--- config.mk ---
export PLATFORM = sky130hd
export DESIGN_NAME = tx_byte_serializer_8b10b_encoder
export DESIGN_NICKNAME = d
export VERILOG_FILES = /design/src/tx_serenc_pkg.sv /design/src/tx_byte_serializer_8b10b_encoder.sv
export SDC_FILE = /design/constraint.sdc
export NUM_CORES = 1
export LEC_CHECK = 0
export CORE_MARGIN = 1.5
export CORE_UTILIZATION = 41
export CTS_CLUSTER_DIAMETER = 30
export DETAILED_ROUTE_END_ITERATION = 10
export DONT_BUFFER_PORTS = 1
export HOLD_SLACK_MARGIN = 0.06
export PLACE_DENSITY_LB_ADDON = 0.05
export SYNTH_ARGS = -nofsm -noshare
export SYNTH_HDL_FRONTEND = slang
export SYNTH_SLANG_ARGS = --single-unit
--- constraint.sdc ---
create_clock -name clk -period 43 [get_ports clk]
set_clock_uncertainty 0.2 [all_clocks]
set_input_delay 6.45 -clock clk [delete_from_list [all_inputs] [get_ports clk]]
set_output_delay 6.45 -clock clk [all_outputs]
set_load 0.01 [all_outputs]
--- src/tx_serenc_pkg.sv ---
// constants shared by the transmit byte serializer and line encoder
package tx_serenc_pkg;
   // register map, byte addresses on the axi4-lite port
   localparam logic [3:0] CTRL_ADDR = 4'h0;
   localparam logic [3:0] STATUS_ADDR = 4'h4;
   localparam int ADDR_W = 4;
   // control register fields
   localparam int CTRL_DOUBLE_BIT = 0;
   localparam int CTRL_WIDE10_BIT = 1;
   localparam int CTRL_ENC_BIT = 2;
   localparam int CTRL_PCIE_BIT = 3;
   localparam int CTRL_W = 4;
   localparam logic [3:0] CTRL_RESET = 4'hc;
   // status register fields
   localparam int STAT_PHASE_BIT = 0;
   localparam int STAT_RUN_BIT = 1;
   localparam int STAT_RD_BIT = 2;
   localparam int STAT_CNT_LSB = 4;
   // axi response codes
   localparam logic [1:0] RESP_OKAY = 2'h0;
   localparam logic [1:0] RESP_SLVERR = 2'h2;
   // line code constants
   localparam logic [7:0] COMMA_BYTE = 8'hbc;
   localparam logic [4:0] K28_X = 5'h1c;
   localparam logic [9:0] COMMA_NEG = 10'h17c;
   localparam logic [1:0] SYNC_GROUPS = 2'h3;
   localparam int LANE_W = 10;
   localparam int BYTE_W = 8;
endpackage
--- src/tx_byte_serializer_8b10b_encoder.sv ---
// transmit byte serializer with optional 8b/10b line encoder and axi4-lite control
// How it works
// - in double width a 32-bit word goes out as bits 15:0 first, then bits 31:16.
// - double width halves the word, 32 bits into two 16-bit and 40 bits into two 20-bit outputs.
// - single width sends the low byte first, then the high byte, 16 into 8 or 20 into 10 bits.
// - with encoding enabled the halves pass through the encoder, otherwise they go out raw.
// - the encoder only operates when the channel is set to the pci express protocol.
// - each byte plus its control flag becomes one 10-bit group chosen by running disparity.
// - a flagged byte yields its Kx.y group, an unflagged byte its Dx.y group.
// - bit 0 of every 10-bit group is the first bit on the serial line.
// - byte bc with the control flag set is sent as the K28.5 comma.
// - the transmit reset clears running disparity and the data registers.
// - while reset is held the output is the negative K28.5 group regardless of inputs.
// - during reset the fabric data and control flags are ignored.
// - after reset the encoder starts negative and sends three K28.5 before user data.
// - the first user data follows directly after the third sync group.
`timescale 1ns/1ns
module tx_byte_serializer_8b10b_encoder
   import tx_serenc_pkg::*;
#(
   parameter int LANES = 4
) (
   input wire logic clk,
   input wire logic resetn,
   // fabric side, word is taken at an edge where txReady is high
   input wire logic [LANES*LANE_W-1:0] txData,
   input wire logic [LANES-1:0] txDataK,
   output logic txReady,
   // toward the serializer, lane 0 in bits 9:0
   output logic [2*LANE_W-1:0] txCode,
   // axi4-lite slave
   input wire logic [tx_serenc_pkg::ADDR_W-1:0] awaddr,
   input wire logic awvalid,
   output logic awready,
   input wire logic [31:0] wdata,
   input wire logic [3:0] wstrb,
   input wire logic wvalid,
   output logic wready,
   output logic [1:0] bresp,
   output logic bvalid,
   input wire logic bready,
   input wire logic [tx_serenc_pkg::ADDR_W-1:0] araddr,
   input wire logic arvalid,
   output logic arready,
   output logic [31:0] rdata,
   output logic [1:0] rresp,
   output logic rvalid,
   input wire logic rready
);
   import tx_serenc_pkg::*;

   // one 8b/10b group: returns {running disparity after, code}, bit 0 sent first
   function automatic logic [LANE_W:0] encode(input logic [7:0] b, input logic k,
                                              input logic rd);
      logic [4:0] x;
      logic [2:0] y;
      logic [5:0] l6;
      logic [3:0] l4;
      logic k28;
      logic unbal6;
      logic unbal4;
      logic rd6;
      logic alt;
      logic [LANE_W-1:0] code;
      x = b[4:0];
      y = b[7:5];
      k28 = k && (x == K28_X);
      // 6-bit sub-block, written abcdei with a leftmost, negative column
      unique case (x)
         5'h00: l6 = 6'h27; 5'h01: l6 = 6'h1d; 5'h02: l6 = 6'h2d; 5'h03: l6 = 6'h31;
         5'h04: l6 = 6'h35; 5'h05: l6 = 6'h29; 5'h06: l6 = 6'h19; 5'h07: l6 = 6'h38;
         5'h08: l6 = 6'h39; 5'h09: l6 = 6'h25; 5'h0a: l6 = 6'h15; 5'h0b: l6 = 6'h34;
         5'h0c: l6 = 6'h0d; 5'h0d: l6 = 6'h2c; 5'h0e: l6 = 6'h1c; 5'h0f: l6 = 6'h17;
         5'h10: l6 = 6'h1b; 5'h11: l6 = 6'h23; 5'h12: l6 = 6'h13; 5'h13: l6 = 6'h32;
         5'h14: l6 = 6'h0b; 5'h15: l6 = 6'h2a; 5'h16: l6 = 6'h1a; 5'h17: l6 = 6'h3a;
         5'h18: l6 = 6'h33; 5'h19: l6 = 6'h26; 5'h1a: l6 = 6'h16; 5'h1b: l6 = 6'h36;
         5'h1c: l6 = 6'h0e; 5'h1d: l6 = 6'h2e; 5'h1e: l6 = 6'h1e; default: l6 = 6'h2b;
      endcase
      if (k28) begin
         l6 = 6'h0f;
      end
      unbal6 = ($countones(l6) != 3);
      // positive column is the complement for unbalanced codes and for the d7 pair
      if (rd && (unbal6 || (x == 5'h07 && !k28))) begin
         l6 = ~l6;
      end
      rd6 = rd ^ unbal6;
      if (k28) begin
         // table for a positive disparity after the 6-bit block
         unique case (y)
            3'h0: l4 = 4'h4; 3'h1: l4 = 4'h9; 3'h2: l4 = 4'h5; 3'h3: l4 = 4'h3;
            3'h4: l4 = 4'h2; 3'h5: l4 = 4'ha; 3'h6: l4 = 4'h6; default: l4 = 4'h8;
         endcase
         if (!rd6) begin
            l4 = ~l4;
         end
      end else begin
         // alternate x.7 avoids a run of five, and is the only form for other k codes
         alt = (y == 3'h7) && (k || (!rd6 && (x == 5'h11 || x == 5'h12 || x == 5'h14))
               || (rd6 && (x == 5'h0b || x == 5'h0d || x == 5'h0e)));
         unique case (y)
            3'h0: l4 = 4'hb; 3'h1: l4 = 4'h9; 3'h2: l4 = 4'h5; 3'h3: l4 = 4'hc;
            3'h4: l4 = 4'hd; 3'h5: l4 = 4'ha; 3'h6: l4 = 4'h6; default: l4 = 4'he;
         endcase
         if (alt) begin
            l4 = 4'h7;
         end
         if (rd6 && (($countones(l4) != 2) || y == 3'h3)) begin
            l4 = ~l4;
         end
      end
      unbal4 = ($countones(l4) != 2);
      // a goes to bit 0 so the line sees abcdei fghj in order
      for (int i = 0; i < 6; i++) begin
         code[i] = l6[5-i];
      end
      for (int i = 0; i < 4; i++) begin
         code[6+i] = l4[3-i];
      end
      encode = {rd6 ^ unbal4, code};
   endfunction

   // fabric word split into 10-bit lanes, 8-bit mode zero-extends each byte
   logic [LANE_W-1:0] laneIn [LANES];
   logic [CTRL_W-1:0] ctrl_q, ctrl_d;
   logic wide10;
   logic dbl;
   logic encOn;

   assign wide10 = ctrl_q[CTRL_WIDE10_BIT];
   assign dbl = ctrl_q[CTRL_DOUBLE_BIT];
   assign encOn = ctrl_q[CTRL_ENC_BIT] & ctrl_q[CTRL_PCIE_BIT];

   genvar g;
   generate
      for (g = 0; g < LANES; g++) begin : gLane
         assign laneIn[g] = wide10 ? txData[g*LANE_W +: LANE_W]
                                   : {2'h0, txData[g*BYTE_W +: BYTE_W]};
      end
   endgenerate

   // datapath state
   logic phase_q, phase_d;
   logic ready_q, ready_d;
   logic rd_q, rd_d;
   logic [1:0] syncCnt_q, syncCnt_d;
   logic [LANE_W-1:0] hold_q [2];
   logic [LANE_W-1:0] hold_d [2];
   logic [1:0] holdK_q, holdK_d;
   logic [2*LANE_W-1:0] code_q, code_d;
   logic running;

   // encoding holds off the fabric until the comma preamble is out
   assign running = !(encOn && syncCnt_q != SYNC_GROUPS);

   // serializer and encoder next state
   always_comb begin
      logic [LANE_W-1:0] sA;
      logic [LANE_W-1:0] sB;
      logic kA;
      logic kB;
      logic [LANE_W:0] eA;
      logic [LANE_W:0] eB;
      sA = '0;
      sB = '0;
      kA = 1'b0;
      kB = 1'b0;
      eA = '0;
      eB = '0;
      phase_d = phase_q;
      rd_d = rd_q;
      syncCnt_d = syncCnt_q;
      hold_d = hold_q;
      holdK_d = holdK_q;
      code_d = code_q;
      if (!running) begin
         // comma preamble, fabric input is not looked at
         eA = encode(COMMA_BYTE, 1'b1, rd_q);
         eB = encode(COMMA_BYTE, 1'b1, eA[LANE_W]);
         code_d = {eB[LANE_W-1:0], eA[LANE_W-1:0]};
         // double width rounds the preamble up to whole output words
         rd_d = dbl ? eB[LANE_W] : eA[LANE_W];
         syncCnt_d = (dbl && syncCnt_q != 2'h2) ? syncCnt_q + 2'h2 : syncCnt_q + 2'h1;
         if (syncCnt_d > SYNC_GROUPS) begin
            syncCnt_d = SYNC_GROUPS;
         end
         phase_d = 1'b0;
      end else begin
         if (!phase_q) begin
            // first half straight from the fabric, keep the second half
            sA = laneIn[0];
            kA = txDataK[0];
            sB = laneIn[1];
            kB = txDataK[1];
            hold_d[0] = dbl ? laneIn[2] : laneIn[1];
            hold_d[1] = laneIn[3];
            holdK_d = dbl ? txDataK[3:2] : {1'b0, txDataK[1]};
         end else begin
            sA = hold_q[0];
            kA = holdK_q[0];
            sB = hold_q[1];
            kB = holdK_q[1];
         end
         phase_d = !phase_q;
         if (encOn) begin
            eA = encode(sA[BYTE_W-1:0], kA, rd_q);
            eB = encode(sB[BYTE_W-1:0], kB, eA[LANE_W]);
            code_d = dbl ? {eB[LANE_W-1:0], eA[LANE_W-1:0]} : {10'h000, eA[LANE_W-1:0]};
            rd_d = dbl ? eB[LANE_W] : eA[LANE_W];
         end else if (dbl) begin
            code_d = wide10 ? {sB, sA}
                            : {4'h0, sB[BYTE_W-1:0], sA[BYTE_W-1:0]};
         end else begin
            code_d = {10'h000, sA};
         end
      end
      // word is taken at the edge ending a cycle that starts a new pair
      ready_d = (syncCnt_d == SYNC_GROUPS || !encOn) && !phase_d;
   end

   // datapath registers, cleared and parked on the comma by reset
   always_ff @(posedge clk) begin
      if (!resetn) begin
         phase_q <= 1'b0;
         ready_q <= 1'b0;
         rd_q <= 1'b0;
         syncCnt_q <= 2'h0;
         hold_q[0] <= '0;
         hold_q[1] <= '0;
         holdK_q <= '0;
         code_q <= {COMMA_NEG, COMMA_NEG};
      end else begin
         phase_q <= phase_d;
         ready_q <= ready_d;
         rd_q <= rd_d;
         syncCnt_q <= syncCnt_d;
         hold_q <= hold_d;
         holdK_q <= holdK_d;
         code_q <= code_d;
      end
   end

   assign txReady = ready_q;
   assign txCode = code_q;

   // axi4-lite slave state
   logic awready_q, awready_d;
   logic wready_q, wready_d;
   logic bvalid_q, bvalid_d;
   logic [1:0] bresp_q, bresp_d;
   logic arready_q, arready_d;
   logic rvalid_q, rvalid_d;
   logic [1:0] rresp_q, rresp_d;
   logic [31:0] rdata_q, rdata_d;

   // address and data are taken together, one write and one read in flight
   always_comb begin
      logic wTake;
      logic rTake;
      wTake = awvalid && wvalid && !awready_q && !bvalid_q;
      rTake = arvalid && !arready_q && !rvalid_q;
      awready_d = wTake;
      wready_d = wTake;
      ctrl_d = ctrl_q;
      bvalid_d = bvalid_q && !bready;
      bresp_d = bresp_q;
      arready_d = rTake;
      rvalid_d = rvalid_q && !rready;
      rresp_d = rresp_q;
      rdata_d = rdata_q;
      if (wTake) begin
         bvalid_d = 1'b1;
         bresp_d = RESP_SLVERR;
         if (awaddr == CTRL_ADDR) begin
            bresp_d = RESP_OKAY;
            if (wstrb[0]) begin
               ctrl_d = wdata[CTRL_W-1:0];
            end
         end else if (awaddr == STATUS_ADDR) begin
            bresp_d = RESP_OKAY; // status ignores writes
         end
      end
      if (rTake) begin
         rvalid_d = 1'b1;
         rresp_d = RESP_OKAY;
         rdata_d = '0;
         if (araddr == CTRL_ADDR) begin
            rdata_d[CTRL_W-1:0] = ctrl_q;
         end else if (araddr == STATUS_ADDR) begin
            rdata_d[STAT_PHASE_BIT] = phase_q;
            rdata_d[STAT_RUN_BIT] = running;
            rdata_d[STAT_RD_BIT] = rd_q;
            rdata_d[STAT_CNT_LSB +: 2] = syncCnt_q;
         end else begin
            rresp_d = RESP_SLVERR;
         end
      end
   end

   // register bus flops
   always_ff @(posedge clk) begin
      if (!resetn) begin
         ctrl_q <= CTRL_RESET;
         awready_q <= 1'b0;
         wready_q <= 1'b0;
         bvalid_q <= 1'b0;
         bresp_q <= RESP_OKAY;
         arready_q <= 1'b0;
         rvalid_q <= 1'b0;
         rresp_q <= RESP_OKAY;
         rdata_q <= '0;
      end else begin
         ctrl_q <= ctrl_d;
         awready_q <= awready_d;
         wready_q <= wready_d;
         bvalid_q <= bvalid_d;
         bresp_q <= bresp_d;
         arready_q <= arready_d;
         rvalid_q <= rvalid_d;
         rresp_q <= rresp_d;
         rdata_q <= rdata_d;
      end
   end

   assign awready = awready_q;
   assign wready = wready_q;
   assign bvalid = bvalid_q;
   assign bresp = bresp_q;
   assign arready = arready_q;
   assign rvalid = rvalid_q;
   assign rresp = rresp_q;
   assign rdata = rdata_q;
endmodule

# After elaboration in Yosys (flattened, before gate mapping)
# Memory sizes are Yosys's and may differ from the RTL's.
# Cells that the tools add are included.
[totals] ff_bits=65 latchBits=0 ram_bits=0 mem_bits_ro=384 inputBits=95 wordCells=263 mem_count=2
[memory_table] memory="(name not given)" depth=32 width=6 read_ports=1 rd_ports_with_merged_regs=0 wr=0 line="tx_byte_serializer_8b10b_encoder.sv:69" source="unique case (x)"
[memory_table] memory="(name not given)" depth=32 width=6 read_ports=1 rd_ports_with_merged_regs=0 wr=0 line="tx_byte_serializer_8b10b_encoder.sv:69"
[classes] add_sub_neg=35 multipliers=0 div_mod_pow=0 n_lt_le_gt_ge=1 eq_ne=44 shifts=0 mux=82 bitwise=19 n_reduce_logical=64
[op_table] operator="$mux W4" count=29
[op_table] operator="$pmux W4 S7" count=4
[op_table] operator="$mux W20" count=5
[op_table] operator="$mux W10" count=9
[op_table] operator="$mux W6" count=11
[op_table] operator="$add A1 B1 Y2" count=21
[op_table] operator="$eq A5 B5 Y1 const B" count=8
[op_table] operator="$eq A5 B4 Y1 const B" count=6
[op_table] operator="$add A2 B2 Y3" count=9
[op_table] operator="$logic_and A1 B1 Y1" count=26
[op_table] operator="$eq A3 B3 Y1 const B" count=8
[op_table] operator="$mux W2" count=10
[op_table] operator="$not A4 Y4" count=5
[op_table] operator="$ne A3 B2 Y1 const B" count=6
[op_table] operator="$not A6 Y6" count=3
[op_table] operator="$logic_or A1 B1 Y1" count=17
[op_table] operator="$logic_not A1 Y1" count=14
[op_table] operator="$add A3 B2 Y4" count=3
[op_table] operator="$eq A3 B2 Y1 const B" count=4
[op_table] operator="$mux W1" count=12
[op_table] operator="$ne A4 B2 Y1 const B" count=3
[op_table] operator="$eq A5 B3 Y1 const B" count=2
[op_table] operator="$eq A4 B3 Y1 const B" count=2
[op_table] operator="$logic_not A4 Y1" count=2
[op_table] operator="14 further kinds" count=26

# Logic depth before layout (Yosys ltp)
[logic_depth] word_depth=61 depth_mapped=61

# Worst setup path before layout
# Ideal clock, no wire load.
[synth_timing] kind="input port to flip-flop" startpoint="input txData[0]" endpoint="register rd_q" setup_time_ns=0.086 arrival_time_ns=17.708 t_required_ns=42.714 path_slack_ns=25.006 path_stages=53 n_path_buf=2 cell_sequence="mux2i_1 ha_1 nand2b_1 or3_1 clkbuf_1 o211a_1 fa_1 fa_1 inv_1 ha_1 inv_1 fa_1 nand3b_4 xnor2_1 o211ai_1 and3_1 o21ai_2 fa_1 [17 not listed] fa_1 inv_1 ha_1 ha_1 nand2_1 and2_1 buf_2 nor2_1 or3_1 a31oi_2 fa_1 inv_1 ha_1 ha_1 nand2_1 xor2_1 o22ai_1 a211oi_1"
[synth_between] elab_chain_cells=61 elab_cells_between_ends=84 classes_between="add/sub (17); eq/ne (12); mux (27); bitwise (6); reduce/logical (21); memory (1)"
[synth_rtl] item="start: declaration" line="tx_byte_serializer_8b10b_encoder.sv:26" source="input wire logic [LANES*LANE_W-1:0] txData,"
[synth_rtl] item="$mux W10 *" line="tx_byte_serializer_8b10b_encoder.sv:137" source="assign laneIn[g] = wide10 ? txData[g*LANE_W +: LANE_W]"
[synth_rtl] item="$mux W10 *" line="tx_byte_serializer_8b10b_encoder.sv:189" source="if (!phase_q) begin"
[synth_rtl] item="$mux W10 *" line="tx_byte_serializer_8b10b_encoder.sv:176" source="if (!running) begin"
[synth_rtl] item="branches (longest 31 deep; another with $mem_v2 Z32 W6)"
[synth_rtl] item="$xor A1 B1 Y1 *" line="tx_byte_serializer_8b10b_encoder.sv:120" source="encode = {rd6 ^ unbal4, code};"
[synth_rtl] item="$xor A1 B1 Y1" line="tx_byte_serializer_8b10b_encoder.sv:87" source="rd6 = rd ^ unbal6;"
[synth_rtl] item="$logic_not A1 Y1" line="tx_byte_serializer_8b10b_encoder.sv:99" source="alt = (y == 3'h7) && (k || (!rd6 && (x == 5'h11 || x == 5'h12 || x == 5'h14))"
[synth_rtl] item="$logic_and A1 B1 Y1" line="tx_byte_serializer_8b10b_encoder.sv:99"
[synth_rtl] item="[15 not listed]"
[synth_rtl] item="$mux W4" line="tx_byte_serializer_8b10b_encoder.sv:176"
[synth_rtl] item="$add A1 B1 Y2 (implied by the code)" line="tx_byte_serializer_8b10b_encoder.sv:112" source="unbal4 = ($countones(l4) != 2);"
[synth_rtl] item="$add A2 B2 Y3 (implied by the code)" line="tx_byte_serializer_8b10b_encoder.sv:112"
[synth_rtl] item="$ne A3 B2 Y1" line="tx_byte_serializer_8b10b_encoder.sv:112"
[synth_rtl] item="$xor A1 B1 Y1" line="tx_byte_serializer_8b10b_encoder.sv:120"
[synth_rtl] item="$mux W1 *" line="tx_byte_serializer_8b10b_encoder.sv:209" source="rd_d = dbl ? eB[LANE_W] : eA[LANE_W];"
[synth_rtl] item="$mux W1 *" line="tx_byte_serializer_8b10b_encoder.sv:205" source="if (encOn) begin"
[synth_rtl] item="$mux W1 *" line="tx_byte_serializer_8b10b_encoder.sv:176"
[synth_rtl] item="end signal: assignment" line="tx_byte_serializer_8b10b_encoder.sv:235" source="rd_q <= rd_d;"
[synth_rtl] item="end: declaration" line="tx_byte_serializer_8b10b_encoder.sv:145" source="logic rd_q, rd_d;"
# Every way passes the cells marked *. The select of a mux whose other input is x is not followed.
# A chain may end at the register's enable or synchronous reset.

# Worst setup path after layout
# Ends and elaborated chain as after synthesis.

==> key figures <==
Outcome
  • Status: finished clean

Power and ir drop
  • Net switching fraction of the power: 0.500
  • VDD IR-drop max: 0.153 mV
  • Flop pwr share: 0.120
  • Power per Cell Area: 114 nW/um2
  • Int Power: around 0.33 mW
  • Switch Pwr: 0.334 mW
  • Clock power frac: 0.112
  • Gate power share: 0.768
  • Leak: 2.17 nW

Yosys
  • Syn Area/Cell: 8.07 um2
  • Yosys warns: 0
  • Cell variety after synth: 77
  • Post-synth EDFFs: 0
  • Area share of fa/ha/maj cells after synthesis: 0.0937
  • Sequential element share of the synthesized area: 0.225
  • Async set-or-reset flop fraction in the synthesized netlist: 0
  • Cells after Synth: 695
  • Compound-Gate Fraction of Synth Area: 0.226
  • Mux cell area share after synthesis: 0.136
  • Xor/xnor cell area share of the yosys netlist: 0.0466
  • Mapped cell area: 5610 um2
  • Largest family of logic cells by synthesized area: compound AO/OA/AOI/OAI gates
  • Main synth FF type: dfxtp_1
  • Seq cells post-synth: 63
  • Simple-gate share of the synthesized area: 0.186

STA
  • Setup-failing EPs final: 0
  • Slew margin rel.: 0.222
  • Final hold violations: 0
  • RSZ-0062 raised after global routing: false
  • Period utilization: 0.452
  • Minimum clock period: ~19 ns
  • Setup TNS: 0 ns
  • Slew Limit Fails: 0
  • Peak Freq: 51.5 MHz
  • Worst slew pin tran: 1.17 ns

Die
  • Die Y: 120 um
  • Cell Rows: 42
  • Core footprint: between 10,000 and 15,000 um2
  • IO Pins: between 150 and 200
  • Die ar.: 14,400 um2
  • Die Span X: 120 um
  • Initial Util: 0.422

Global routing
  • Grt met3 use: 0.0509
  • Most used routing layer: met2
  • GRT met1 Usage: 0.326
  • First-pass GRT wire length: 25.2 mm
  • Largest net degree at the start of global routing: 47
  • Vias in the first global route: about 4,600
  • Total GRT Usage: 0.225
  • GRT Residual Overflow: 0
  • Global Route met2 Usage: 0.330
  • Initial antenna violation count: 0

Clock network
  • Post-CTS Hold Fix Bufs: 0
  • CTS Buffer Depth: 2
  • Clk root buf: clkbuf_16
  • Setup repair bufs after CTS: 0
  • Clock Sinks: 63
  • Skew-Pair Late Insertion Delay: ~0.34 ns
  • CTS tree: built
  • H-tree levels: 3
  • TritonCTS Buffers: 9
  • Clock-pin transition on the worst setup and hold timing paths: ~0.060 ns
  • CTS resizes: 0

Finish
  • Fill cells: 1,375
  • Register Area: 1260 um2
  • Multi-input combinational cell area: between 3000 and 4000 um2
  • Most frequent cells in the layout: nand2_1 (73), nor2_1 (65), dfxtp_1 (61)
  • Final core occ: 0.442
  • Diodes inserted: 0
  • Most common cell after layout, fill and taps aside: nand2_1
  • Ratio of cells with drive above 1 in the final layout: 0.112
  • Area growth, synth to finish: 4.77%
  • NumNets Final: 803

Placed design
  • Port bufs: 0
  • Routability cong.: 0.845
  • HPWL Detailed: 12.2 mm

Worst setup path
  • Worst Setup End Kind: register
  • Required @ worst endpoint: 43.05 ns
  • Crit path top cell by count: ha_1
  • CP max stage delay: 0.66 ns
  • Worst endpoint data arrival time: just under 20 ns
  • Crit path max-delay family: adder cells
  • Critical path launch point type: input port
  • CP max FO: 15
  • Slowest CP cell: xnor2_1
  • CP Class: in2reg
  • Buf+Inv Stages, Crit Path: 7

Detailed routing
  • WL per Instance: 18.9 um
  • Post-route DRC: 0
  • Initial DRC count: slightly below 300
  • Via count: ~5,000
  • Vias per cell: 5.77
  • Initial DRT Pass Iterations: 5
  • Routed WL: around 16 mm
  • Final antenna-violating net count: 0

Job
  • Maxcap violations: 0

Min path
  • Worst Hold Class: reg2reg
[power by group through the flow]
| stage | clock, mW | combinational (mW) | sequential (mW) |
|---|---|---|---|
| global route | 0.0793 | 0.571 | 0.0816 |
| finish | 0.0748 | 0.514 | 0.0801 |
| global placement | 0 | 0.496 | 0.0810 |
| CTS | 0.0768 | 0.512 | 0.0802 |
| detailed placement | 0 | 0.509 | 0.0815 |
| floorplan | 0 | 0.431 | 0.0773 |
[synth_stat cells (6+ instances only)]
| cell | number | area (um2) |
|---|---|---|
| nand4_1 | 6 | 37.5 |
| dfxtp_1 | 63 | 1260 |
| a211oi_1 | 17 | 128 |
| xor2_1 | 8 | 70.1 |
| o211ai_1 | 16 | 120 |
| nor2_1 | 66 | 248 |
| inv_1 | 21 | 78.8 |
| ha_1 | 26 | 325 |
| nor3_1 | 16 | 80.1 |
| xnor2_1 | 20 | 175 |
| nand2_1 | 73 | 274 |
| buf_4 | 29 | 218 |
| o21ai_0 | 39 | 195 |
| mux2i_1 | 35 | 350 |
| buf_2 | 10 | 50.1 |
| a31oi_1 | 6 | 37.5 |
| mux2_2 | 22 | 248 |
| o22ai_1 | 7 | 43.8 |
| fa_1 | 10 | 200 |
| clkbuf_1 | 21 | 78.8 |
| nand3_1 | 12 | 60.1 |
| o21ai_1 | 12 | 60.1 |
| a21oi_1 | 47 | 235 |
| nand2b_1 | 10 | 62.6 |
[worst min-delay path, cell delays in order, from the launching register on]
cell and delay, ns:
dfxtp_1 0.31, nand2_1 0.05, a21oi_1 0.05
[final cells by class]
cell class                      instances  share of cell area
Multi-Input combinational cell        570               0.675
Sequential cell                        63               0.215
Clock inverter                          6              0.0119
Tap cell                              176              0.0375
Timing Repair Buffer                    6             0.00766
Inverter                               22              0.0140
Clock buffer                           10              0.0390
[final timing paths]
kind	startpoint	end	slack (ns)	cells after the start
worst max-delay path	txData[0]	rd_q	23.56	55
worst min-delay path	hold_q[9]	hold_q[9]	0.25	2
worst max register to register	phase_q	rd_q	29.06	54
worst min register to register	hold_q[9]	hold_q[9]	0.25	2
[flip-flops by register name (all words and copies together) (netlist names)]
register and cells:
arready 1, bresp 1, bvalid 1, ctrl_q 4
holdK_q 2, hold_q 20, phase_q 1, rd_q 1
rdata 6, rresp 1, rvalid 1, syncCnt_q 2
txCode 20, txReady 1, wready 1
[per-layer routing]
layer / up-vias / wire [um]
li1: 2409 / -
met1: 2299 / 7790
met2: 193 / 6850
met3: 20 / 1240
met4: 0 / 237
met5: - / 0
[kinds of logic (layout without fill, tap and decap cells)]
logic type | Yosys count | after routing
other cells | 1 | 28
xor+xnor | 29 | 29
compound gates | 192 | 192
fa+ha+maj | 36 | 36
mux | 67 | 67
flops | 63 | 63
simple gates | 218 | 218
buf+inv | 89 | 44
[per-stage QoR]
stage / setup WS (ns) / hold WS, ns / instance area (um2) / power [mW] / cells
2_1_floorplan: 25.01 / 0.228 / 5710 / 0.508 / 722
3_3_place_gp: 23.53 / 0.239 / 5580 / 0.577 / 837
3_5_place_dp: 23.38 / 0.245 / 5580 / 0.591 / 837
4_1_cts: 23.70 / 0.253 / 5880 / 0.669 / 853
5_1_grt: 22.64 / 0.267 / 5880 / 0.732 / 853
6_report: 23.56 / 0.251 / 5880 / 0.669 / 853
Power figures use the tool's default switching activity.
